`config.mk`:
```
export PLATFORM = sky130hd
export DESIGN_NAME = csq_startup_seq
export DESIGN_NICKNAME = d
export VERILOG_FILES = /design/src/common/csq_pkg.sv /design/src/rtl/csq_startup_seq.sv
export SDC_FILE = /design/constraint.sdc
export NUM_CORES = 1
export LEC_CHECK = 0
export BUFFER_PORTS_ARGS = -buffer_cell sky130_fd_sc_hd__clkbuf_2
export CAP_MARGIN = 10
export CORE_MARGIN = 2
export CORE_UTILIZATION = 24
export CTS_CLUSTER_DIAMETER = 50
export DETAILED_ROUTE_END_ITERATION = 8
export SYNTH_ARGS = -nofsm -noshare
export SYNTH_HDL_FRONTEND = slang
export SYNTH_SLANG_ARGS = --single-unit
```
`constraint.sdc`:
```
create_clock -name mclk -period 2.04 [get_ports mclk]
set_input_delay 0.408 -clock mclk [delete_from_list [all_inputs] [get_ports mclk]]
set_output_delay 0.408 -clock mclk [all_outputs]
set_load 0.005 [all_outputs]
```
`src/common/csq_pkg.sv`:
```
`default_nettype none
package csq_pkg;
  // ----------------------------------------
  // phase select codes
  // ----------------------------------------
  typedef logic [3:0] csq_sel_t;
  typedef logic [2:0] csq_ph_t;
  localparam csq_sel_t SEL_KEEP   = 4'h8; // hold current state
  localparam csq_sel_t SEL_DONE   = 4'h9; // follow the done output
  localparam csq_sel_t SEL_SKIP_WAIT_SETTING = 4'hA; // skip a wait phase
  localparam csq_sel_t SEL_AUTO   = 4'hB; // match phase chosen by design
  localparam csq_sel_t SEL_MAXPH  = 4'h6; // last selectable phase
  localparam csq_sel_t DEF_DONE   = 4'h4;
  localparam csq_sel_t DEF_GTS    = 4'h5;
  localparam csq_sel_t DEF_GWE    = 4'h6;
  localparam csq_sel_t AUTO_MATCH = 4'h2; // match phase for calibrated io
  localparam csq_ph_t  PH_FIRST   = 3'h0;
  localparam csq_ph_t  PH_LAST    = 3'h7;
  localparam csq_ph_t  PH_STEP    = 3'h1;
  // ----------------------------------------
  // option enumerations
  // ----------------------------------------
  typedef enum logic [1:0] {SEC_NONE, SEC_L1, SEC_L2} csq_sec_t;
  typedef enum logic [1:0] {MON_EN, MON_DIS, MON_STAT} csq_mon_t;
  typedef enum logic [1:0] {PORT_AUTO, PORT_TOP, PORT_BOT} csq_port_t;
  typedef enum logic [1:0] {ST_LOAD, ST_RUN, ST_END} csq_st_t;
  // ----------------------------------------
  // carriers
  // ----------------------------------------
  typedef struct packed {
    csq_sel_t  doneSel;
    csq_sel_t  gtsSel;
    csq_sel_t  gweSel;
    csq_sel_t  lockSel;
    csq_sel_t  matchSel;
    logic      done_pipeline_option;
    logic      frameCrcEn;
    logic      active_reconfig_option;
    logic      jtagDisable;
    logic      monPowerDown;
    logic      usesImpIo;
    csq_sec_t  security;
    csq_mon_t  jtagMon;
    csq_port_t portSel;
  } csq_opt_t;
  typedef struct packed {
    logic doneOut;
    logic ioTristate;
    logic writeEnable;
    logic memEnable;
    logic hold;
    logic setReset;
  } csq_glob_t;
  typedef struct packed {
    logic readbackOk;
    logic reconfigOk;
    logic bscanOk;
    logic monJtagEn;
    logic monStatusOnly;
    logic portTop;
    logic portBottom;
    logic monPowerDown;
  } csq_acc_t;
endpackage
`default_nettype wire

```
`src/rtl/csq_startup_seq.sv`:
```
// Behaviour
// (RL1) done rises in chosen phase, default 4
// (RL2) pipelined done comes one edge later
// (RL3) io tristate released in chosen phase
// (RL4) write enable rises in chosen phase
// (RL5) block memories off before write enable
// (RL6) hold in lock phase until clocks lock
// (RL7) stall in match phase until matched
// (RL8) match phase only waits, starts nothing
// (RL9) source keeps clock running until done
// (RL10) auto match uses phase 2 or none
// (RL11) frame crc mismatch flags both error outputs
// (RL12) active reconfig suppresses hold and reset
// (RL13) level 1 refuses readback
// (RL14) jtag disable blocks scan after config
// (RL15) monitor jtag path enabled, off, status
// (RL16) access port top, bottom or auto
// (RL17) monitor powered down when selected
// (RL18) phase steps once per clock edge
// (RL19) level 2 refuses readback and reconfig
`timescale 1ns/1ps
`default_nettype none
module csq_startup_seq
  import csq_pkg::*;
(
  // system
  input  wire logic mclk,
  input  wire logic rst_n,
  // link from the configuration source
  input  wire logic configurationClock,
  // loader events, same clock
  input  wire logic cfgLoaded,
  input  wire logic reconfigReq,
  input  wire logic crcCheck,
  input  wire logic crcMismatch,
  // fabric status pins
  input  wire logic clockLock,
  input  wire logic impMatch,
  // options
  input  wire csq_opt_t opt,
  // global controls
  output csq_glob_t glob,
  // access controls
  output csq_acc_t  acc,
  // error reporting
  output logic      initErrN,
  output logic      partialReconfigErrorOut,
  output logic      loadBlock
);
  // ----------------------------------------
  // state
  // ----------------------------------------
  typedef struct packed {
    logic    clkS1;   // synchroniser first stage
    logic    clkS2;   // synchronised link clock
    logic    clkS3;   // previous sample, edge find
    logic    lockS1;
    logic    lockS2;
    logic    matchS1;
    logic    matchS2;
    csq_st_t st;      // sequencer state
    csq_ph_t phase;   // startup phase counter
    logic    doneHit; // done phase reached
    logic    doneOut; // done output flop
    logic    ioRel;   // io released
    logic    weOn;    // write enable on
    logic    crcErr;  // sticky crc error
  } csq_state_t;

  csq_state_t s_r;   // registered state
  csq_state_t s_nxt; // next state
  logic       clkRise;
  logic       stall;
  logic       hitDone;
  csq_sel_t   matchEff;

  // ----------------------------------------
  // helpers
  // ----------------------------------------
  // true when a numeric select names this phase
  function automatic logic selHit(csq_sel_t sel, csq_ph_t ph);
    selHit = (sel <= SEL_MAXPH) && (sel[2:0] == ph);
  endfunction

  // auto resolves from the design's io use
  function automatic csq_sel_t effMatch(csq_sel_t sel, logic imp);
    if (sel == SEL_AUTO) begin
      effMatch = imp ? AUTO_MATCH : SEL_SKIP_WAIT_SETTING; // RL10
    end else begin
      effMatch = sel;
    end
  endfunction

  // ----------------------------------------
  // edge and stall decode
  // ----------------------------------------
  always_comb begin
    clkRise  = s_r.clkS2 & ~s_r.clkS3;
    matchEff = effMatch(opt.matchSel, opt.usesImpIo);
    // the match wait only samples a match already
    // running; nothing here kicks calibration off
    stall = (selHit(opt.lockSel, s_r.phase) & ~s_r.lockS2) // RL6
          | (selHit(matchEff, s_r.phase) & ~s_r.matchS2); // RL7 RL8
    hitDone = s_r.doneHit | selHit(opt.doneSel, s_r.phase);
  end

  // ----------------------------------------
  // next state
  // ----------------------------------------
  always_comb begin
    s_nxt = s_r;
    // link clock, lock and match pins pass two flops before use
    s_nxt.clkS1   = configurationClock;
    s_nxt.clkS2   = s_r.clkS1;
    s_nxt.clkS3   = s_r.clkS2;
    s_nxt.lockS1  = clockLock;
    s_nxt.lockS2  = s_r.lockS1;
    s_nxt.matchS1 = impMatch;
    s_nxt.matchS2 = s_r.matchS1;
    // frame crc error is sticky; set wins over clear
    if (s_r.st == ST_END && reconfigReq && acc.reconfigOk) begin
      s_nxt.crcErr = 1'b0;
    end
    if (opt.frameCrcEn && crcCheck && crcMismatch) begin
      s_nxt.crcErr = 1'b1; // RL11
    end
    // controlled outputs rise on link edges only
    if (s_r.st != ST_LOAD && clkRise) begin
      s_nxt.doneHit = hitDone; // RL1
      if (opt.done_pipeline_option) begin
        // one extra edge of delay
        s_nxt.doneOut = s_r.doneOut | s_r.doneHit; // RL2
      end else begin
        s_nxt.doneOut = s_r.doneOut | hitDone; // RL1
      end
      // release of io tristate
      if (opt.gtsSel == SEL_DONE) begin
        s_nxt.ioRel = s_r.ioRel | s_nxt.doneOut; // RL3
      end else begin
        s_nxt.ioRel = s_r.ioRel | selHit(opt.gtsSel, s_r.phase); // RL3
      end
      // write enable
      if (opt.gweSel == SEL_DONE) begin
        s_nxt.weOn = s_r.weOn | s_nxt.doneOut; // RL4
      end else begin
        s_nxt.weOn = s_r.weOn | selHit(opt.gweSel, s_r.phase); // RL4
      end
    end
    unique case (s_r.st)
      // waiting for the loader to finish
      ST_LOAD: begin
        if (cfgLoaded) begin
          s_nxt.st    = ST_RUN;
          s_nxt.phase = PH_FIRST;
        end
      end
      // stepping through phases
      ST_RUN: begin
        if (clkRise && !stall) begin
          if (s_r.phase == PH_LAST) begin
            s_nxt.st = ST_END;
          end else begin
            s_nxt.phase = s_r.phase + PH_STEP; // RL18
          end
        end
      end
      // finished; reconfig only where allowed
      ST_END: begin
        if (reconfigReq && acc.reconfigOk) begin // RL19
          s_nxt.st      = ST_LOAD;
          s_nxt.phase   = PH_FIRST;
          s_nxt.doneHit = 1'b0;
          s_nxt.doneOut = 1'b0;
          s_nxt.ioRel   = 1'b0;
          s_nxt.weOn    = 1'b0;
        end
      end
    endcase
  end

  // ----------------------------------------
  // state register
  // ----------------------------------------
  always_ff @(posedge mclk) begin
    if (!rst_n) begin
      s_r <= '0;
    end else begin
      s_r <= s_nxt;
    end
  end

  // ----------------------------------------
  // outputs
  // ----------------------------------------
  always_comb begin
    glob.doneOut     = s_r.doneOut;
    glob.ioTristate  = ~s_r.ioRel;
    glob.writeEnable = s_r.weOn;
    // memories follow write enable so no read or
    // write can hit half-loaded contents
    glob.memEnable   = s_r.weOn; // RL5
    // partial designs keep running, so no hold
    glob.hold     = ~opt.active_reconfig_option
                  & (s_r.st == ST_LOAD); // RL12
    glob.setReset = ~opt.active_reconfig_option & ~s_r.weOn; // RL12
    acc.readbackOk    = (opt.security == SEC_NONE); // RL13 RL19
    acc.reconfigOk    = (opt.security != SEC_L2); // RL19
    // scan blocked only after config completes
    acc.bscanOk       = ~(opt.jtagDisable
                        & (s_r.st == ST_END)); // RL14
    acc.monJtagEn     = (opt.jtagMon != MON_DIS); // RL15
    acc.monStatusOnly = (opt.jtagMon == MON_STAT); // RL15
    // auto picks the top port
    acc.portTop       = (opt.portSel != PORT_BOT); // RL16
    acc.portBottom    = (opt.portSel == PORT_BOT); // RL16
    acc.monPowerDown  = opt.monPowerDown; // RL17
    initErrN                = ~s_r.crcErr; // RL11
    partialReconfigErrorOut = s_r.crcErr; // RL11
    // with frame crc enabled, loading stops once a bad frame is seen
    loadBlock               = s_r.crcErr; // RL11
  end
endmodule
`default_nettype wire

```
==> summary.txt <==
Cells and area
  • Area delta synth->final: 44.3%
  • Filler Cells Inserted: 521
  • Util after Layout: 35.8%
  • Nets: 263
  • Layout Cell Area excl Fill: 1680 sq um
  • Layout cells sized above 1: 40.3%
  • Antenna cells: 0

Setup path
  • Worst Path Required: 2.22 ns
  • Critical Path Slowest Stage Cell: or4_1
  • Reg2reg start: s_r[8]$_SDFFE_PN0P_
  • Reg2reg end: s_r[5]$_SDFFE_PN0P_
  • Levels on crit path: 7
  • Reg2Reg Depth: 7
  • CP startpoint kind: flip-flop
  • Buffers and inverters on the worst path: 1
  • Worst Setup SP: s_r[8]$_SDFFE_PN0P_
  • Worst EP arrival: 2.33 ns
  • Worst R2R Setup Slack: -0.12 ns
  • Cell family with most CP delay: simple AND/OR/NAND/NOR gates
  • Highest cell delay on the worst timing path: 0.48 ns
  • Worst setup path endpoint: s_r[5]$_SDFFE_PN0P_
  • Worst setup EP type: flip-flop
  • CP cell instances: inv_4, ha_4, nor2b_4, a311o_1, or4_1, or3_4, o22ai_1
  • Type of the worst setup path: flip-flop to flip-flop
  • Critical-path maximum fanout: 4

Synthesis
  • Fraction of registers with async set or reset after synthesis: 0%
  • Synth top area cells: dfxtp_1, ha_1, and2_1, xor2_1, nand2_1
  • Ys flop type: dfxtp_1
  • Post-synth EDFFs: 0
  • FF+latch count, synth: 17
  • Yosys warning count: 0
  • Area leader, netlist: dfxtp_1
  • Syn Nets: 195
  • Cell variety after synth: 43
  • Top-area cell type share of the netlist area: 29.2%
  • Post-Syn Area: 1160 sq um
  • Mapped Cells: 149
  • Avg Synthesized Cell Area: 7.82 sq um
  • Sequential element share of the synthesized area: 29.2%

Hold path
  • Worst min path class: primary input to flip-flop

Die
  • Die height: 73.7 microns
  • Initial core utilization: 24.8%
  • Die X: 73.7 microns
  • Top Ports: 58
  • Core Footprint: 4690 sq um
  • Number of cell rows: 25
  • Die Footprint: 5430 sq um

Run
  • MaxCap Viol Count: 0

Timing
  • RSZ-0062 raised after global routing: yes
  • Tcrit/Tclk final: 106%
  • Worst hold margin: 0.363 ns
  • Measured slew at the worst slew-check pin: 0.777 ns
  • Slew headroom: 47.7%
  • Count of pins over their slew limit: 0
  • Finish-stage setup viols: 4
  • Final Hold Viols: 0
  • Final WS setup: -0.115 ns
  • Peak Freq: 464 MHz
  • Tmin final: 2.16 ns
  • Setup Skew: 0.00347 ns

Route
  • Routed length per instance: 10.8 microns
  • Final ANT Viol Nets: 0
  • First drt pass iteration count: 4
  • WL final: 2.92 mm
  • Via-to-Cell Ratio: 4.56
  • First DRT Iteration DRCs: 43
  • DR vias: 1230
  • Post-route DRC violation count: 0

Global routing
  • Largest net degree at the start of global routing: 14
  • Total track usage: 11.3%
  • Vias in the first global route: 1109
  • GRT overflow: 0
  • Initial antenna violation count: 0
  • First-pass GRT wire length: 4.84 mm

Place
  • Placed Area: 1560 sq um
  • DP Wirelength: 2.35 mm
  • I/O Buffers: 55
  • Gpl congestion: 0.783

Clocking
  • Clock Sinks: 17
  • H-tree depth: 1
  • CTS root buffer: clkbuf_8
  • TritonCTS clock tree: done
  • Reg clk slew, reported paths: 0.07 ns
  • Hold buffers post-CTS: 0
  • CTS Buffer Depth: 2
  • Worst-Skew Late Latency: 0.25 ns
  • TritonCTS buffer count: 3

Power and ir drop
  • Max rail drop VDD: 274 uV
  • Power per cell area: 522 nW/um^2
  • Pleak: 0.785 nW

Outcome
  • Failing checks: negative setup slack
  • Outcome: complete, but fails checks
==> power by group <==
group	internal [mW]	total, mW	switching, mW	leakage [nW]
Sequential	0.346	0.356	0.00925	0.140
Combinational	0.148	0.269	0.121	0.620
Clock	0.135	0.253	0.117	0.0255
Total	0.630	0.877	0.247	0.785
==> cell usage after synthesis (all sizes together) (4+ instances only) <==
cell type and count:
dfxtp 17, nand2 13, nor2 11, inv 10, and2 9, a21oi 7, buf 6, nor3 6
xor2 6, ha 5, nand2b 5, nor2b 5, o21ai 5, nand3 4
==> flip-flops by register name, summed over array words and instances (netlist names) <==
name	cells
glob	2
s_r	10
s_nxt	4
loadBlock	1
==> timing repair <==
action | 4_1_cts | 5_1_grt
buffers inserted | 4 | 2
gates resized for setup | 3 | 6
pin swaps | 3 | 2
hold endpoints to repair | 0 | 0
setup endpoints to repair | 4 | 4
==> how the worst min path moves through the flow <==
stage | start | endpoint | slack [ns] | depth (start not counted)
after global routing | impMatch | s_nxt[10]$_SDFF_PN0_ | 0.36 | 2
after floorplan | s_nxt[10]$_SDFF_PN0_ | s_r[10]$_SDFF_PN0_ | 0.41 | 1
final | configurationClock | s_nxt[15]$_SDFF_PN0_ | 0.36 | 2
after global placement | s_nxt[10]$_SDFF_PN0_ | s_r[10]$_SDFF_PN0_ | 0.41 | 1
after CTS | configurationClock | s_nxt[15]$_SDFF_PN0_ | 0.36 | 2
after detailed placement | s_nxt[10]$_SDFF_PN0_ | s_r[10]$_SDFF_PN0_ | 0.42 | 1
==> layer usage <==
| layer | vias up | global-route usage [%] | share of wire (%) |
|---|---|---|---|
| li1 | 656 | - | - |
| met1 | 534 | 14.8 | 47 |
| met2 | 36 | 17.9 | 45 |
| met3 | 4 | 3.57 | 6.3 |
| met4 | 0 | 3.03 | 0.99 |
| met5 | - | 0 | 0 |
==> cell usage in the layout, fill, tap and decap left out, types with 2 or more instances in the layout <==
cell	instances
a31oi_1	2
nand3b_1	3
o21ai_1	3
nor2b_1	3
inv_1	8
xor2_1	6
a21oi_1	7
or4_1	2
o211ai_1	2
nor3_1	6
clkbuf_8	3
clkbuf_2	55
o22ai_1	2
inv_4	2
o21ai_0	2
dfxtp_1	15
and3b_1	2
nand3_1	4
and2_1	9
nor2b_4	2
xnor2_1	2
ha_4	2
nor2_1	11
ha_1	3
nor4_1	3
nand2b_1	5
a2111oi_1	2
or3_1	2
buf_4	17
nand2_1	13
==> per-stage QoR <==
step | worst slack (ns) | cells | setup TNS, ns | power [mW]
floorplan | -0.0325 | 149 | -0.0526 | 0.478
detailed placement | -0.0989 | 260 | -0.276 | 0.588
global placement | -0.0706 | 260 | -0.169 | 0.586
CTS | -0.106 | 268 | -0.324 | 0.871
finish | -0.115 | 270 | -0.354 | 0.877
global route | -0.176 | 270 | -0.609 | 0.935
==> area by class of cell <==
class | count | area, sq um | share of cell area [%]
flip-flops and latches | 17 | 345 | 20.6
clock inverters | 1 | 5.00 | 0.298
clock buffers | 3 | 41.3 | 2.46
inverters | 10 | 42.5 | 2.53
multi-input cells | 113 | 776 | 46.2
well taps | 54 | 67.6 | 4.02
repair buffers | 72 | 403 | 24.0
==> kinds of logic after synthesis <==
| logic type | count (synthesis) | share of synthesized area (%) |
|---|---|---|
| buf+inv | 19 | 7.73 |
| simple gates | 70 | 33.7 |
| xor+xnor | 8 | 6.02 |
| flops | 17 | 29.2 |
| fa+ha+maj | 5 | 5.37 |
| compound gates | 30 | 17.9 |
(Power assumes the default switching activity.)
